`src/hdl/csseq_map.vh`:
```
// constants for the converter start-up sequencer
`ifndef CSSEQ_MAP_VH
`define CSSEQ_MAP_VH

// ----------------------------------------
// clock and times
// ----------------------------------------
`define CSSEQ_CLK_NS 20
`define CSSEQ_CLK_MHZ 50
`define CSSEQ_INIT_US 300
`define CSSEQ_POD_US 500
`define CSSEQ_PG_US 1000
`define CSSEQ_HICCUP_US 56000
`define CSSEQ_SS0_US 750
`define CSSEQ_SS1_US 1500
`define CSSEQ_SS2_US 3000
`define CSSEQ_SS3_US 6000
`define CSSEQ_DGL_NS 200

// ----------------------------------------
// reference and strap codes
// ----------------------------------------
`define CSSEQ_REF_FULL 10'h258
`define CSSEQ_SS_OPEN 5'h10
`define CSSEQ_SS_OPEN_IDX 2'h2
`define CSSEQ_MODE_OPEN 4'h8
`define CSSEQ_MODE_OPEN_FREQ 2'h1

// ----------------------------------------
// apb register byte offsets
// ----------------------------------------
`define CSSEQ_CTRL_OFS 8'h00
`define CSSEQ_STATUS_OFS 8'h04
`define CSSEQ_STRAP_OFS 8'h08
`define CSSEQ_REF_OFS 8'h0C
`define CSSEQ_CTRL_FORCED_CONTINUOUS_SEL_BIT 0

`endif

```
`src/hdl/csseq_deglitch.v`:
```
// level filter: output follows input only after it holds steady
module csseq_deglitch
#(
   parameter LEN = 10
)
(
   // clock and reset
   input wire pclk,
   input wire presetn,
   // level
   input wire din,
   output reg dout
);

reg [7:0] run;

always @(posedge pclk or negedge presetn)
begin
   if (!presetn)
   begin
      run <= 8'h00;
      dout <= 1'b0;
   end
   else if (din == dout)
   begin
      run <= 8'h00;
   end
   else if (run >= LEN[7:0] - 8'h01)
   begin
      run <= 8'h00;
      dout <= din;
   end
   else
   begin
      run <= run + 8'h01;
   end
end

endmodule // csseq_deglitch

```
`src/hdl/csseq_sync.v`:
```
// two flip-flop synchroniser for pin inputs
module csseq_sync
#(
   parameter W = 1
)
(
   // clock and reset
   input wire pclk,
   input wire presetn,
   // data
   input wire [W-1:0] d,
   output reg [W-1:0] q
);

reg [W-1:0] meta;

always @(posedge pclk or negedge presetn)
begin
   if (!presetn)
   begin
      meta <= {W{1'b0}};
      q <= {W{1'b0}};
   end
   else
   begin
      meta <= d;
      q <= meta;
   end
end

endmodule // csseq_sync

```
`src/hdl/csseq_top.v`:
```
// start-up and shutdown sequencer with apb status and control
//
// Behaviour
// - initialization starts when reset (bias valid) releases, enable ignored
// - initialization lasts about 300 us
// - strap decodes captured once at end of init, held until reset
// - enable toggles never re-run or change strap decodes
// - after enable high, wait 0.5 ms power-on delay
// - then reference ramps from zero to 0.6 V over soft-start time
// - soft-start time is 0.75, 1.5, 3 or 6 ms
// - soft-start strap gives time, loop set and latch/hiccup; open is 3 ms
// - low-side switch held off until first high-side pulse on prebias
// - switching starts once reference exceeds sensed feedback
// - on regulation start 1 ms timer, then assert power good
// - enable low turns both drivers off at once
// - enable low discharges reference to zero
// - mode strap gives frequency and forced-continuous or skip; open 800 kHz
// - forced-continuous setting loaded at power-on, frozen at enable high
// - write while enabled is accepted; mode changes after enable toggle
// - enable pulses under 0.2 us are filtered out
// - hiccup response waits 56 ms then restarts, unlimited attempts
// - latch-off keeps drivers off until reset or enable toggle
`include "csseq_map.vh"
module csseq_top
#(
   parameter INIT_CYC = `CSSEQ_INIT_US * `CSSEQ_CLK_MHZ,
   parameter POD_CYC = `CSSEQ_POD_US * `CSSEQ_CLK_MHZ,
   parameter PG_CYC = `CSSEQ_PG_US * `CSSEQ_CLK_MHZ,
   parameter HICCUP_CYC = `CSSEQ_HICCUP_US * `CSSEQ_CLK_MHZ,
   parameter SS0_CYC = `CSSEQ_SS0_US * `CSSEQ_CLK_MHZ,
   parameter SS1_CYC = `CSSEQ_SS1_US * `CSSEQ_CLK_MHZ,
   parameter SS2_CYC = `CSSEQ_SS2_US * `CSSEQ_CLK_MHZ,
   parameter SS3_CYC = `CSSEQ_SS3_US * `CSSEQ_CLK_MHZ
)
(
   // clock and reset (reset is the bias-supply-valid indication)
   input wire pclk,
   input wire presetn,
   // apb slave
   input wire psel,
   input wire penable,
   input wire pwrite,
   input wire [7:0] paddr,
   input wire [31:0] pwdata,
   output reg [31:0] prdata,
   output wire pready,
   output reg pslverr,
   // pins from outside
   input wire enable_pin,
   input wire [4:0] ss_strap_code,
   input wire [3:0] mode_strap_code,
   input wire fault_pin,
   input wire in_regulation,
   // converter core, same clock
   input wire [9:0] feedback_sense,
   input wire hs_pulse_seen,
   // outputs
   output reg [9:0] ref_level,
   output reg switching_en,
   output reg low_side_allow,
   output reg power_good_out,
   output reg [1:0] freq_sel,
   output reg skip_operation,
   output reg loop_set_b,
   output reg hiccup_sel
);

// ----------------------------------------
// states and derived counts
// ----------------------------------------
localparam ST_INIT = 4'h0;
localparam ST_WAIT_EN = 4'h1;
localparam ST_POD = 4'h2;
localparam ST_SOFT = 4'h3;
localparam ST_WAIT_REG = 4'h4;
localparam ST_PG_DLY = 4'h5;
localparam ST_RUN = 4'h6;
localparam ST_LATCHED = 4'h7;
localparam ST_HICCUP = 4'h8;
localparam DGL_CYC = `CSSEQ_DGL_NS / `CSSEQ_CLK_NS;

// ----------------------------------------
// strap decode helpers
// ----------------------------------------
function [1:0] ss_time_idx;
   input [4:0] code;
   begin
      if (code >= `CSSEQ_SS_OPEN)
         ss_time_idx = `CSSEQ_SS_OPEN_IDX;
      else
         ss_time_idx = code[1:0];
   end
endfunction

function [23:0] ss_cycles;
   input [1:0] idx;
   begin
      case (idx)
         2'h0: ss_cycles = SS0_CYC[23:0];
         2'h1: ss_cycles = SS1_CYC[23:0];
         2'h2: ss_cycles = SS2_CYC[23:0];
         default: ss_cycles = SS3_CYC[23:0];
      endcase
   end
endfunction

// ----------------------------------------
// input synchronisers and enable filter
// ----------------------------------------
wire en_sync;
wire en_filt;
wire fault_sync;
wire reg_sync;
wire [4:0] ss_sync;
wire [3:0] mode_sync;

csseq_sync #(.W(12)) u_sync
(
   .pclk(pclk),
   .presetn(presetn),
   .d({enable_pin, fault_pin, in_regulation, ss_strap_code, mode_strap_code}),
   .q({en_sync, fault_sync, reg_sync, ss_sync, mode_sync})
);

csseq_deglitch #(.LEN(DGL_CYC)) u_dgl
(
   .pclk(pclk),
   .presetn(presetn),
   .din(en_sync),
   .dout(en_filt)
);

// ----------------------------------------
// state, timer and latched settings
// ----------------------------------------
reg [3:0] state;
reg [3:0] next_state;
reg [23:0] cnt;
reg [23:0] step_cnt;
reg [1:0] ss_idx;
reg forced_continuous_sel_req;
reg strap_done;
reg en_seen_low;
reg [23:0] lim;
reg timer_done;
wire [23:0] step_len;
wire apb_wr;
wire apb_rd;
wire addr_ok;

assign step_len = ss_cycles(ss_idx) / {14'h0000, `CSSEQ_REF_FULL};

always @*
begin
   case (state)
      ST_INIT: lim = INIT_CYC[23:0];
      ST_POD: lim = POD_CYC[23:0];
      ST_PG_DLY: lim = PG_CYC[23:0];
      ST_HICCUP: lim = HICCUP_CYC[23:0];
      default: lim = 24'h00_0001;
   endcase
   timer_done = (cnt >= lim - 24'h00_0001);
end

always @*
begin
   next_state = state;
   case (state)
      ST_INIT:
      begin
         if (timer_done)
            next_state = ST_WAIT_EN;
      end
      ST_WAIT_EN:
      begin
         if (en_filt)
            next_state = ST_POD;
      end
      ST_POD:
      begin
         if (!en_filt)
            next_state = ST_WAIT_EN;
         else if (timer_done)
            next_state = ST_SOFT;
      end
      ST_SOFT:
      begin
         if (!en_filt)
            next_state = ST_WAIT_EN;
         else if (ref_level == `CSSEQ_REF_FULL)
            next_state = ST_WAIT_REG;
      end
      ST_WAIT_REG:
      begin
         if (!en_filt)
            next_state = ST_WAIT_EN;
         else if (fault_sync)
            next_state = hiccup_sel ? ST_HICCUP : ST_LATCHED;
         else if (reg_sync)
            next_state = ST_PG_DLY;
      end
      ST_PG_DLY, ST_RUN:
      begin
         if (!en_filt)
            next_state = ST_WAIT_EN;
         else if (fault_sync)
            next_state = hiccup_sel ? ST_HICCUP : ST_LATCHED;
         else if (state == ST_PG_DLY && timer_done)
            next_state = ST_RUN;
      end
      ST_LATCHED:
      begin
         if (!en_filt)
            next_state = ST_WAIT_EN;
      end
      ST_HICCUP:
      begin
         if (!en_filt)
            next_state = ST_WAIT_EN;
         else if (timer_done)
            next_state = ST_POD;
      end
      default: next_state = ST_INIT;
   endcase
end

// state and counters; reset release starts init regardless of enable
always @(posedge pclk or negedge presetn)
begin
   if (!presetn)
   begin
      state <= ST_INIT;
      cnt <= 24'h00_0000;
   end
   else
   begin
      state <= next_state;
      if (next_state != state)
         cnt <= 24'h00_0000;
      else if (!timer_done)
         cnt <= cnt + 24'h00_0001;
   end
end

// ----------------------------------------
// strap capture and mode latching
// ----------------------------------------
// captured once; only a reset clears strap_done, so enable cannot re-run it
always @(posedge pclk or negedge presetn)
begin
   if (!presetn)
   begin
      strap_done <= 1'b0;
      ss_idx <= `CSSEQ_SS_OPEN_IDX;
      loop_set_b <= 1'b0;
      hiccup_sel <= 1'b0;
      freq_sel <= `CSSEQ_MODE_OPEN_FREQ;
      forced_continuous_sel_req <= 1'b1;
   end
   else if (state == ST_INIT && timer_done && !strap_done)
   begin
      strap_done <= 1'b1;
      ss_idx <= ss_time_idx(ss_sync);
      loop_set_b <= (ss_sync < `CSSEQ_SS_OPEN) & ss_sync[2];
      hiccup_sel <= (ss_sync < `CSSEQ_SS_OPEN) & ss_sync[3];
      if (mode_sync >= `CSSEQ_MODE_OPEN)
      begin
         freq_sel <= `CSSEQ_MODE_OPEN_FREQ;
         forced_continuous_sel_req <= 1'b1;
      end
      else
      begin
         freq_sel <= mode_sync[1:0];
         forced_continuous_sel_req <= ~mode_sync[2];
      end
   end
   else if (apb_wr && paddr == `CSSEQ_CTRL_OFS)
   begin
      forced_continuous_sel_req <= pwdata[`CSSEQ_CTRL_FORCED_CONTINUOUS_SEL_BIT];
   end
end

// active mode loads the request only when enable goes high while waiting for enable
always @(posedge pclk or negedge presetn)
begin
   if (!presetn)
      skip_operation <= 1'b0;
   else if (state == ST_WAIT_EN && en_filt)
      skip_operation <= ~forced_continuous_sel_req;
end

// ----------------------------------------
// reference ramp, drivers, power good
// ----------------------------------------
always @(posedge pclk or negedge presetn)
begin
   if (!presetn)
   begin
      ref_level <= 10'h000;
      step_cnt <= 24'h00_0000;
      switching_en <= 1'b0;
      low_side_allow <= 1'b0;
      power_good_out <= 1'b0;
   end
   else if (next_state == ST_SOFT || next_state == ST_WAIT_REG ||
            next_state == ST_PG_DLY || next_state == ST_RUN)
   begin
      if (state == ST_SOFT && ref_level != `CSSEQ_REF_FULL)
      begin
         if (step_cnt >= step_len - 24'h00_0001)
         begin
            step_cnt <= 24'h00_0000;
            ref_level <= ref_level + 10'h001;
         end
         else
         begin
            step_cnt <= step_cnt + 24'h00_0001;
         end
      end
      if (ref_level > feedback_sense)
         switching_en <= 1'b1;
      if (switching_en && hs_pulse_seen)
         low_side_allow <= 1'b1;
      power_good_out <= (next_state == ST_RUN);
   end
   else
   begin
      // any other state: drivers off, reference discharged, power good low
      ref_level <= 10'h000;
      step_cnt <= 24'h00_0000;
      switching_en <= 1'b0;
      low_side_allow <= 1'b0;
      power_good_out <= 1'b0;
   end
end

// ----------------------------------------
// apb slave: zero wait states
// ----------------------------------------
assign pready = 1'b1;
assign apb_wr = psel & penable & pwrite;
assign apb_rd = psel & ~penable & ~pwrite;
assign addr_ok = (paddr == `CSSEQ_CTRL_OFS) || (paddr == `CSSEQ_STATUS_OFS) ||
                 (paddr == `CSSEQ_STRAP_OFS) || (paddr == `CSSEQ_REF_OFS);

// read data is registered in the setup cycle, valid in the access cycle
always @(posedge pclk or negedge presetn)
begin
   if (!presetn)
   begin
      prdata <= 32'h0000_0000;
      pslverr <= 1'b0;
   end
   else if (psel & ~penable)
   begin
      pslverr <= ~addr_ok;
      prdata <= 32'h0000_0000;
      if (apb_rd)
      begin
         case (paddr)
            `CSSEQ_CTRL_OFS: prdata <= {31'h0000_0000, forced_continuous_sel_req};
            `CSSEQ_STATUS_OFS: prdata <= {24'h00_0000, power_good_out, skip_operation,
                                          switching_en, low_side_allow, state};
            `CSSEQ_STRAP_OFS: prdata <= {26'h000_0000, hiccup_sel, loop_set_b, ss_idx, freq_sel};
            `CSSEQ_REF_OFS: prdata <= {22'h00_0000, ref_level};
            default: prdata <= 32'h0000_0000;
         endcase
      end
   end
end

endmodule // csseq_top

```
`config.mk`:
```
export PLATFORM = sky130hd
export DESIGN_NAME = csseq_top
export DESIGN_NICKNAME = d
export VERILOG_FILES = /design/src/hdl/csseq_deglitch.v /design/src/hdl/csseq_sync.v /design/src/hdl/csseq_top.v
export VERILOG_INCLUDE_DIRS = /design/src /design/src/hdl
export SDC_FILE = /design/constraint.sdc
export NUM_CORES = 1
export LEC_CHECK = 0
export ABC_AREA = 1
export BUFFER_PORTS_ARGS = -buffer_cell sky130_fd_sc_hd__buf_2
export CORE_MARGIN = 4
export CORE_UTILIZATION = 53
export CTS_BUF_LIST = sky130_fd_sc_hd__clkbuf_8
export DETAILED_ROUTE_END_ITERATION = 6
export GPL_TIMING_DRIVEN = 0
export PLACE_DENSITY = 0.87
export SETUP_SLACK_MARGIN = 0.05
export SYNTH_ARGS = -nofsm -noshare
export SYNTH_HDL_FRONTEND = slang
export SYNTH_SLANG_ARGS = --single-unit
```
`constraint.sdc`:
```
create_clock -name pclk -period 2.9 [get_ports pclk]
set_input_delay 0.145 -clock pclk [delete_from_list [all_inputs] [get_ports pclk]]
set_output_delay 0.145 -clock pclk [all_outputs]
set_load 0.02 [all_outputs]
```
Yosys cells after proc, flatten, opt, wreduce, memory -nomap -nowiden
Cells that the tools add are included.
Storage, ports and cells
  flip-flop bits (word level): 140
  input bits: 68
  output and inout port bits: 52
Cells by class
  add/sub/neg operators: 6
  div/mod/pow operators: 1
  magnitude comparators: 7
  equality and inequality tests: 26
  mux-type cells: 41
  bitwise gates (word level): 12
  reduce and logical (&&, ||, !) cells: 21
Operators with widths (count)
  $mux 24: 5
  $pmux 22 s4: 1
  $mux 4: 16
  $pmux 19 s3: 1
  $add 24x1->24 const B: 2
  $ge 24x24->1: 2
  $sub 24x1->24 const B: 2
  $mux 10: 4
  $pmux 10 s4: 1
  $pmux 4 s8: 1
  $eq 4x3->1 const B: 7
  $div 24x10->24 const B: 1
  $eq 8x4->1 const B: 2
  $mux 8: 2
  $eq 4x2->1 const B: 3
  $add 10x1->10 const B: 1
  $eq 10x10->1 const B: 1
  $gt 10x10->1: 1
  $ne 10x10->1 const B: 1
  $ne 2x1->1 const B: 5
  $add 8x1->8 const B: 1
  $eq 8x3->1 const B: 1
  $ge 8x4->1 const B: 1
  $logic_not 8->1: 1
  other kinds (21): 51

Depth between registers and ports, before layout
Gate-level depths: netlist (run 1).
  depth after elaboration: 15
  mapped depth: 31
  gate-level depth less buffers: 29

Hierarchy
A second synthesis (run 1) with hierarchy kept.
Second synthesis, totals
  cells, all modules: 871
  area, all modules: 7260.7 um^2
By module, submodules not included
  csseq_top: times used 1, cells an instance 802, area each 6249.7 um^2, sequential area each 2130.8 um^2
  csseq_sync: times used 1, cells an instance 24, area each 600.6 um^2, sequential area each 600.6 um^2
  csseq_deglitch: times used 1, cells an instance 45, area each 410.4 um^2, sequential area each 225.2 um^2

Least setup slack after synthesis (run 1)
No wires, ideal clock.
  path type: reg2reg
  start point: reg ss_idx[1]
  end point: reg ref_level[6]
  setup time: 0.124 ns
  data arrival time: 3.013 ns
  data required time: 2.776 ns
  slack: -0.237 ns
  cell stages (with the launch flop): 16
  path buffers: 1
  clock period less this slack: 3.137 ns
  cell sequence: dfstp_2 inv_1 ha_1 nor4_1 o21a_1 a2111oi_0 ha_1 nand2_1 nor2_1 a211oi_1 o211ai_1 a21oi_1 clkinv_1 clkbuf_1 nand4_1 nand2_1
Between the ends
  cells in the longest elaborated chain, start to end: 7
  elaborated cells on any way between the ends: 9
  classes of those cells: add/sub: 1; div: 1; order compare: 1; eq/ne: 3; mux: 1; reduce/logical: 2
RTL lines
  start: declaration: RTL line csseq_top.v:140  | reg [1:0] ss_idx;
  start signal: assignment: RTL line csseq_top.v:254  | ss_idx <= `CSSEQ_SS_OPEN_IDX;
  start signal: assignment: RTL line csseq_top.v:263  | ss_idx <= ss_time_idx(ss_sync);
  $eq 2x2->1 (tied with other cells): RTL line csseq_top.v:98  | case (idx)
  $pmux 19 s3 (*): RTL line csseq_top.v:98
  $div 24x10->24 (*): RTL line csseq_top.v:151  | assign step_len = ss_cycles(ss_idx) / {14'h0000, `CSSEQ_REF_FULL};
  $sub 24x1->24 (*): RTL line csseq_top.v:310  | if (step_cnt >= step_len - 24'h00_0001)
  $ge 24x24->1 (*): RTL line csseq_top.v:310
  $ne 2x1->1 (no source line) (*)
  $reduce_and 2->1 (no source line) (*)
  end signal: assignment: RTL line csseq_top.v:313  | ref_level <= ref_level + 10'h001;
  end: declaration: RTL line csseq_top.v:58  | output reg [9:0] ref_level,
Mark *: on every way between the ends. The rest lies on a longest branch, timed or not.
A chain may end at the register's enable or synchronous reset.

Final worst setup path (run 1)
  start point: reg state[2]
  end point: reg step_cnt[3]
Between the ends
  cells in the longest elaborated chain, start to end: 14
  elaborated cells on any way between the ends: 40
  classes of those cells: add/sub: 1; order compare: 1; eq/ne: 13; mux: 18; reduce/logical: 7
RTL lines
  start: declaration: RTL line csseq_top.v:136  | reg [3:0] state;
  start signal: assignment: RTL line csseq_top.v:237  | state <= next_state;
  $eq 4x4->1 (tied with other cells): RTL line csseq_top.v:155, csseq_top.v:168
  $pmux 22 s4: RTL line csseq_top.v:155  | case (state)
  $sub 24x1->24: RTL line csseq_top.v:162  | timer_done = (cnt >= lim - 24'h00_0001);
  $ge 24x24->1: RTL line csseq_top.v:162
  $logic_and 1x1->1: RTL line csseq_top.v:208  | else if (state == ST_PG_DLY && timer_done)
  $mux 4: RTL line csseq_top.v:208
  $mux 4: RTL line csseq_top.v:206  | else if (fault_sync)
  $mux 4: RTL line csseq_top.v:204  | if (!en_filt)
  $pmux 4 s8 (*): RTL line csseq_top.v:168  | case (state)
  via next_state[3]: RTL line csseq_top.v:137  | reg [3:0] next_state;
  $eq 4x2->1 / $eq 4x3->1 (equally long branches): RTL line csseq_top.v:305  | else if (next_state == ST_SOFT || next_state == ST_WAIT_REG ||
  $logic_or 1x1->1 (2 in series): RTL line csseq_top.v:305
  $logic_or 1x1->1 (*): RTL line csseq_top.v:306  | next_state == ST_PG_DLY || next_state == ST_RUN)
  $ne 2x1->1 (no source line) / $mux 24 (equally long branches)
  end signal: assignment: RTL line csseq_top.v:317  | step_cnt <= step_cnt + 24'h00_0001;
  end: declaration: RTL line csseq_top.v:139  | reg [23:0] step_cnt;
The timed path passes the listed nets; every way through them passes the cells marked *.

==> results of run 1 <==
## layer usage
metal | wire, um | GRT usage [%]
met5 | 0 | 0
met4 | 2330 | 15.2
met3 | 3430 | 6.62
met2 | 11000 | 43.6
met1 | 9020 | 34.1
## area by class of cell
class,count,area (um^2)
Tap cell,176,220
Inverter,127,497
Antenna cell,2,5.00
Sequential cell,118,2960
Timing Repair Buffer,145,1150
Clock inverter,14,115
Multi-Input combinational cell,604,4150
Fill cell,753,3540
Clock buffer,18,248
Buffer,40,347
## state kept, by name, indices dropped and copies added (netlist names), 2 cells and up
signal / cells
state: 4
ref_level: 10
u_dgl.run: 8
freq_sel: 2
ss_idx: 2
u_sync.q: 12
cnt: 24
step_cnt: 24
u_sync.meta: 12
prdata: 10
## metrics by stage
stage | instance area (um^2) | hold slack [ns]
after CTS | 9360 | 0.00800
final | 9700 | 0.0443
after floorplan | 7360 | -0.151
after global placement | 7910 | 0.254
after detailed placement | 7940 | 0.0663
after global routing | 9700 | 0.0520
## Yosys cell counts (12+ instances only)
master / number
sky130_fd_sc_hd__nand2_1: 140
sky130_fd_sc_hd__inv_1: 118
sky130_fd_sc_hd__dfrtp_1: 115
sky130_fd_sc_hd__nor2_1: 92
sky130_fd_sc_hd__ha_1: 60
sky130_fd_sc_hd__nand3_1: 45
sky130_fd_sc_hd__o21ai_0: 32
sky130_fd_sc_hd__xor2_1: 32
sky130_fd_sc_hd__nand4_1: 25
sky130_fd_sc_hd__a21oi_1: 24
sky130_fd_sc_hd__nor2_2: 24
sky130_fd_sc_hd__buf_4: 23
sky130_fd_sc_hd__nor4_1: 16
sky130_fd_sc_hd__nor3_1: 12
## what timing repair did
action / CTS / global route
cloned: 6 / 2
hold buffers: 15 / 0
setup buffers: 43 / 16
endpoints found under the hold margin: 92 / 0
endpoints found under the setup margin: 70 / 71
gates resized for setup: 108 / 67
pin swaps: 62 / 39
## worst min-delay path: cells and delay by family
family	cells	cell delay, ns
buf+inv	2	0.16
mux	1	0.06
simple gates	2	0.11
## power groups by stage
stage                     registers [uW]  logic [uW]  clock network, uW
after floorplan                     1710        85.2                  0
after global placement              1710         149                  0
after detailed placement            1710         158                  0
after CTS                           1680         174               1390
after global routing                1680         201               1510
final                               1680         181               1420
## layout by cell type (no fill, tap or decap), types with 7 or more instances in the layout
master / count
sky130_fd_sc_hd__nand2_2: 20
sky130_fd_sc_hd__dlygate4sd3_1: 15
sky130_fd_sc_hd__inv_2: 14
sky130_fd_sc_hd__conb_1: 34
sky130_fd_sc_hd__nor2_1: 65
sky130_fd_sc_hd__o21ai_0: 25
sky130_fd_sc_hd__nand4_1: 25
sky130_fd_sc_hd__clkbuf_8: 20
sky130_fd_sc_hd__inv_1: 106
sky130_fd_sc_hd__nand3_2: 18
sky130_fd_sc_hd__dfrtp_1: 111
sky130_fd_sc_hd__ha_4: 7
sky130_fd_sc_hd__nor2_2: 37
sky130_fd_sc_hd__buf_6: 23
sky130_fd_sc_hd__buf_2: 64
sky130_fd_sc_hd__o211ai_1: 11
sky130_fd_sc_hd__ha_1: 53
sky130_fd_sc_hd__xor2_1: 29
sky130_fd_sc_hd__a21oi_1: 21
sky130_fd_sc_hd__nand3_1: 27
sky130_fd_sc_hd__buf_4: 62
sky130_fd_sc_hd__nand2_1: 118
sky130_fd_sc_hd__nand2_4: 7
sky130_fd_sc_hd__nor2_4: 17
sky130_fd_sc_hd__nor3_1: 10
sky130_fd_sc_hd__nor4_1: 14
## path summary, 6_finish.rpt
kind,startpoint,to,cells after the start
min in group asynchronous,presetn,cnt[15],2
min,pwdata[0],forced_continuous_sel_req,5
min reg2reg,u_sync.meta[1],u_sync.q[1],0
max in group asynchronous,presetn,ss_idx[1],3
max,state[2],step_cnt[3],24
max reg2reg,state[2],step_cnt[3],24
## cells by family after synthesis
kind of cell	Yosys count	synth area share, %
compound gates	93	8.04
xor+xnor	38	4.65
fa+ha+maj	60	10.5
buf+inv	167	10.5
flops	118	41.3
mux	2	0.280
other cells	2	0.105
simple gates	376	24.6
==> run metrics, run 1 <==
status complete, but fails checks; failing checks design-rule violations, negative setup slack; Setup TNS -54.37 ns; crit path capture type flip-flop; initial standard-cell utilization of the core 54.0%; worst-path maximum fanout 7; Max-cap violations 0; Root Buffer sky130_fd_sc_hd__clkbuf_8; die outline area 0.0154 mm^2; number of vias after detailed routing 7655; total track usage 27.3%; vertical die dimension 124 um; cell-by-cell trace of the critical path buf_6, nor2_4, inv_2, nor2_4, inv_4, nand2_4, inv_2, ha_4, nand2_1, nor2_1, nand2_1, nor2_1, nand2_2, nand4_4, inv_1, nand4_1, nand2_2, nor2_2, nand3_4, nand2_8, buf_12, nand2_8, buf_4, o21ai_2; overall routed net length 25800 um; Clock Power Share 43.3%; Power Total 3280 uW; Post-Synthesis Cells 856; count of unresolved DRC violations after routing 15; antenna violations before repair 2; largest clock skew in the final design 0.0146 ns; minimum clock period 3.81 ns; library cells used by synthesis 49; summed instance area of the synthesized netlist 0.00716 mm^2; Num CTS Buffers 17; portion of the post-synthesis area used by sequential elements 41.3%; Main synth FF type sky130_fd_sc_hd__dfrtp_1; Net Sw Power 912 uW; dominant delay contributor by cell family on the critical path simple AND/OR/NAND/NOR gates; Req. time, crit path 3.30 ns; final max-slew violation count 0; die width 124 um; VDD IR-drop max 0.304 mV; total placed cells including tap cells 1130; Slew Limit Headroom 14.1%; CTS max path bufs 2; count of flip-flops with a built-in enable after synthesis 0; H-Tree Depth 4; HPWL after DPL 11800 um; fraction of power spent switching nets 27.8%; category of the worst setup path launch point flip-flop; Avg Inst Size Synth 8.36 um^2; Achievable Freq 263 MHz; number of storage elements in the synthesis netlist 118; antenna-violating nets left 0; routability congestion estimate 0.904; worst setup path class flip-flop to flip-flop; post-route core utilization 73.2%; share of power burned in combinational logic 5.5%; number of sinks handled by clock tree synthesis 118; cell row count 42; Pre-antenna DRT Iters 7; Synth area leaders sky130_fd_sc_hd__dfrtp_1, sky130_fd_sc_hd__ha_1, sky130_fd_sc_hd__nand2_1, sky130_fd_sc_hd__inv_1, sky130_fd_sc_hd__nor2_1; worst slack at placement -0.589 ns; # IOs 120; internal power component 2370 uW; power density normalized to cell area 338 mW/mm^2; area added between synthesis and finish 35.5%; wire length per cell after detailed routing 20.8 um; buffers added on ports 65; measured slew at the worst slew-check pin 1.28 ns; final hold violations 0; core region area 0.0132 mm^2; TritonCTS clock tree built; Crit path buffers/inverters 7; Final #Nets 1181; RSZ-0062 raised after global routing true; CP arrival 4.20 ns; Cell Count, Final, Fillers Out 1244; number of global-route vias before repair 6892; share of layout cells above drive strength 1 33.8%; total overflow reported by the global router 0; leading area contributor after synthesis sky130_fd_sc_hd__dfrtp_1; clock-pin slew of the registers on the worst-case setup and hold paths 0.09 ns; Yosys top cell area share 40.2%; ratio of final minimum period to clock period 131%; critical path's largest stage delay 0.47 ns; Leakage Power 0.00478 uW; classification of the worst-slack hold path primary input to flip-flop; total number of yosys warnings 0; source-to-sink clock delay at the later pin of the worst-skew pair 0.46 ns; violation count after the first detailed-route iteration 1402; largest net degree at the start of global routing 82; routed vias/inst 6.15; first-pass GRT wire length 34600 um; Flop pwr share 51.2%; Worst Setup Slack, final -0.906 ns; async set-or-reset flop fraction in the synthesized netlist 100%; minimum setup slack among reg-to-reg paths -0.91 ns; Critical-path top delay cell sky130_fd_sc_hd__dfrtp_2; number of failing setup endpoints in the final timing report 71
No activity file was read; power rests on OpenSTA's default activity.
==> inputs of run 2 (changes only) <==
ABC_AREA = 0   (was 1)
clock period = 3.1 ns   (was 2.9 ns; I/O delays follow)
==> run metrics, run 2 <==
Final #Nets 971 (was 1181); Num CTS Buffers 17 (unchanged); minimum clock period 4.12 ns (was 3.81 ns); total number of yosys warnings 0 (unchanged); Crit path buffers/inverters 1 (was 7); VDD IR-drop max 0.450 mV (was 0.304 mV); antenna-violating nets left 0 (unchanged); Fill cells 801 (was 753); Levels on crit path 15 (was 24); Critical-path top delay cell sky130_fd_sc_hd__dfrtp_1 (was sky130_fd_sc_hd__dfrtp_2); Leakage Power 0.00411 uW (was 0.00478 uW); number of vias after detailed routing 5805 (was 7655); total overflow reported by the global router 0 (unchanged); number of sinks handled by clock tree synthesis 118 (unchanged); classification of the worst-slack hold path primary input to flip-flop (unchanged); count of unresolved DRC violations after routing 1 (was 15); initial standard-cell utilization of the core 54.8% (was 54.0%); final max-slew violation count 0 (unchanged); portion of the post-synthesis area used by sequential elements 44.4% (was 41.3%); ratio of final minimum period to clock period 133% (was 131%); Achievable Freq 243 MHz (was 263 MHz); status complete, but fails checks (unchanged); RSZ-0062 raised after global routing true (unchanged); first-pass GRT wire length 27800 um (was 34600 um); total track usage 24.3% (was 27.3%); measured slew at the worst slew-check pin 0.852 ns (was 1.28 ns); count of flip-flops with a built-in enable after synthesis 0 (unchanged); largest clock skew in the final design 0.0139 ns (was 0.0146 ns); core region area 0.0122 mm^2 (was 0.0132 mm^2); wire length per cell after detailed routing 17.4 um (was 20.8 um); CTS max path bufs 2 (unchanged); buffers added on ports 63 (was 65); Synth area leaders sky130_fd_sc_hd__dfrtp_1, sky130_fd_sc_hd__ha_1, sky130_fd_sc_hd__nor2_1, sky130_fd_sc_hd__xor2_1, sky130_fd_sc_hd__nand2_1 (was sky130_fd_sc_hd__dfrtp_1, sky130_fd_sc_hd__ha_1, sky130_fd_sc_hd__nand2_1, sky130_fd_sc_hd__inv_1, sky130_fd_sc_hd__nor2_1); Main synth FF type sky130_fd_sc_hd__dfrtp_1 (unchanged); share of layout cells above drive strength 1 27.9% (was 33.8%); die width 120 um (was 124 um); number of global-route vias before repair 5678 (was 6892); Req. time, crit path 3.51 ns (was 3.30 ns); Setup TNS -56.59 ns (was -54.37 ns); clock-pin slew of the registers on the worst-case setup and hold paths 0.09 ns (about the same); Yosys top cell area share 43.2% (was 40.2%); number of storage elements in the synthesis netlist 118 (unchanged); category of the worst setup path launch point flip-flop (unchanged); number of cells traversed by the worst hold path 4 (was 5); dominant delay contributor by cell family on the critical path simple AND/OR/NAND/NOR gates (unchanged); vertical die dimension 120 um (was 124 um); Worst Setup Slack, final -1.02 ns (was -0.906 ns); TritonCTS clock tree built (unchanged); most common cell in the netlist sky130_fd_sc_hd__dfrtp_1 (was sky130_fd_sc_hd__nand2_1); largest net degree at the start of global routing 85 (was 82); commonest cells after routing, fill and taps aside sky130_fd_sc_hd__dfrtp_1, sky130_fd_sc_hd__buf_2, sky130_fd_sc_hd__ha_1 (was sky130_fd_sc_hd__nand2_1, sky130_fd_sc_hd__dfrtp_1, sky130_fd_sc_hd__inv_1); Slew Limit Headroom 42.4% (was 14.1%); largest registers cnt x24, step_cnt x24 (unchanged); # IOs 120 (unchanged); routed vias/inst 5.67 (was 6.15); source-to-sink clock delay at the later pin of the worst-skew pair 0.48 ns (was 0.46 ns); die outline area 0.0144 mm^2 (was 0.0154 mm^2); power density normalized to cell area 510 mW/mm^2 (was 338 mW/mm^2); number of failing setup endpoints in the final timing report 70 (was 71); library cells used by synthesis 56 (was 49); HPWL after DPL 10500 um (was 11800 um); critical path's largest stage delay 0.44 ns (was 0.47 ns); worst-path maximum fanout 5 (was 7); violation count after the first detailed-route iteration 832 (was 1402); commonest cells in the netlist sky130_fd_sc_hd__dfrtp_1, sky130_fd_sc_hd__nor2_1, sky130_fd_sc_hd__ha_1 (was sky130_fd_sc_hd__nand2_1, sky130_fd_sc_hd__inv_1, sky130_fd_sc_hd__dfrtp_1); Root Buffer sky130_fd_sc_hd__clkbuf_8 (unchanged); routability congestion estimate 0.916 (was 0.904); area added between synthesis and finish 29.2% (was 35.5%); cell row count 40 (was 42); crit-path most repeated cell sky130_fd_sc_hd__or3_4; overall routed net length 17800 um (was 25800 um); Pre-antenna DRT Iters 7 (unchanged); Post-Synthesis Cells 691 (was 856); CP arrival 4.53 ns (was 4.20 ns); final hold violations 0 (unchanged); leading area contributor after synthesis sky130_fd_sc_hd__dfrtp_1 (unchanged); Power Total 4390 uW (was 3280 uW); async set-or-reset flop fraction in the synthesized netlist 100% (unchanged); H-Tree Depth 4 (unchanged); most frequent standard cell in the layout excluding fill and tap cells sky130_fd_sc_hd__dfrtp_1 (was sky130_fd_sc_hd__nand2_1); Max-cap violations 0 (unchanged); antenna violations before repair 0 (was 2); cell-by-cell trace of the critical path inv_1, or3_4, a21o_1, and2_4, ha_4, nand4_1, nor2_2, a211oi_2, o41ai_2, a2111oi_4, mux2_4, or3_4, and2_2, and4b_1, mux2_2 (was buf_6, nor2_4, inv_2, nor2_4, inv_4, nand2_4, inv_2, ha_4, nand2_1, nor2_1, nand2_1, nor2_1, nand2_2, nand4_4, inv_1, nand4_1, nand2_2, nor2_2, nand3_4, nand2_8, buf_12, nand2_8, buf_4, o21ai_2); number of diodes added for antenna fixing 0 (was 2); failing checks design-rule violations, negative setup slack (unchanged); crit path capture type flip-flop (unchanged); Avg Inst Size Synth 9.64 um^2 (was 8.36 um^2); worst setup path class flip-flop to flip-flop (unchanged); R2R cell count 15 (was 24); summed instance area of the synthesized netlist 0.00666 mm^2 (was 0.00716 mm^2)
==> run 2: changes by cell type after synthesis, sizes merged, moves of 8 or more <==
cell and change:
nand3 -20, o21ai -8, a21o +8, nand2 -90
o21a +11, and3 +14, nor2 -43, inv -85
o211ai -8, nand2b +9, nand4 -14
==> run 2: worst register-to-register path, cell delays in order (launching register included) <==
cell and delay [ns]:
sky130_fd_sc_hd__dfrtp_1 0.44, sky130_fd_sc_hd__inv_1 0.15, sky130_fd_sc_hd__or3_4 0.43, sky130_fd_sc_hd__a21o_1 0.19, sky130_fd_sc_hd__and2_4 0.15, sky130_fd_sc_hd__ha_4 0.20, sky130_fd_sc_hd__nand4_1 0.12, sky130_fd_sc_hd__nor2_2 0.07
sky130_fd_sc_hd__a211oi_2 0.21, sky130_fd_sc_hd__o41ai_2 0.15, sky130_fd_sc_hd__a2111oi_4 0.41, sky130_fd_sc_hd__mux2_4 0.38, sky130_fd_sc_hd__or3_4 0.43, sky130_fd_sc_hd__and2_2 0.25, sky130_fd_sc_hd__and4b_1 0.31, sky130_fd_sc_hd__mux2_2 0.17
==> run 2: what timing repair did <==
item,CTS,global route
setup buffers,18,1
pin swaps,30,9
hold buffers,15,0
endpoints found under the setup margin,72,72
hold endpoints to repair,129,0
gates resized for setup,67,58
gates cloned,4,1
==> run 2: final timing paths <==
path	from	endpoint	slack, ns
min in group asynchronous	presetn	u_sync.meta[3]	0.15
worst max register to register	state[3]	step_cnt[0]	-1.02
worst min register to register	u_sync.meta[8]	u_sync.q[8]	0.36
worst min-delay path	paddr[0]	pslverr	0.1
max in group asynchronous	presetn	step_cnt[0]	2.22
worst max-delay path	state[3]	step_cnt[0]	-1.02
==> run 2: per-stage QoR <==
| stage | instances | instance area, um^2 | setup slack (ns) | util, % | hold slack [ns] |
|---|---|---|---|---|---|
| after floorplan | 723 | 6850 | -0.872 | - | -0.141 |
| after global placement | 954 | 7370 | -1.33 | 60.6 | 0.263 |
| after detailed placement | 955 | 7410 | -1.36 | 60.9 | 0.0638 |
| after CTS | 1024 | 8390 | -0.903 | 69.0 | 0.0580 |
| after global routing | 1024 | 8610 | -1.12 | 70.8 | 0.112 |
| final | 1024 | 8610 | -1.02 | 70.8 | 0.0960 |
==> run 2: final cells by class <==
class / instances / area (um^2) / area share [%]
plain buffers: 42 / 350 / 4.07
inverters: 41 / 159 / 1.85
repair buffers: 101 / 714 / 8.30
clock buffers: 17 / 234 / 2.72
flip-flops and latches: 118 / 2960 / 34.4
clock inverters: 15 / 148 / 1.72
multi-input cells: 522 / 3830 / 44.6
well taps: 168 / 210 / 2.44
==> run 2: logic make-up (layout without fill, tap and decap cells) <==
group	count (synthesis)	after routing	share of synthesized area (%)
compound gates	111	112	10.8
xor+xnor	40	40	5.26
buf+inv	84	216	6.23
other cells	2	34	0.113
simple gates	261	261	19.4
mux	15	15	2.53
flops	118	118	44.4
fa+ha+maj	60	60	11.3
==> run 2: where the power goes <==
part	switching, uW	internal, uW	total [uW]
registers	55.5	1590	1650
logic	779	555	1330
clock network	802	601	1400
total	1640	2750	4390
==> run 2: routing by layer <==
metal  vias up  wire [um]  GRT usage (%)
met5         -          0              0
met4         0        522           10.7
met3        61       1140           6.22
met2       242       9290           40.9
met1      2839       6890           29.4
li1       2663          -              -
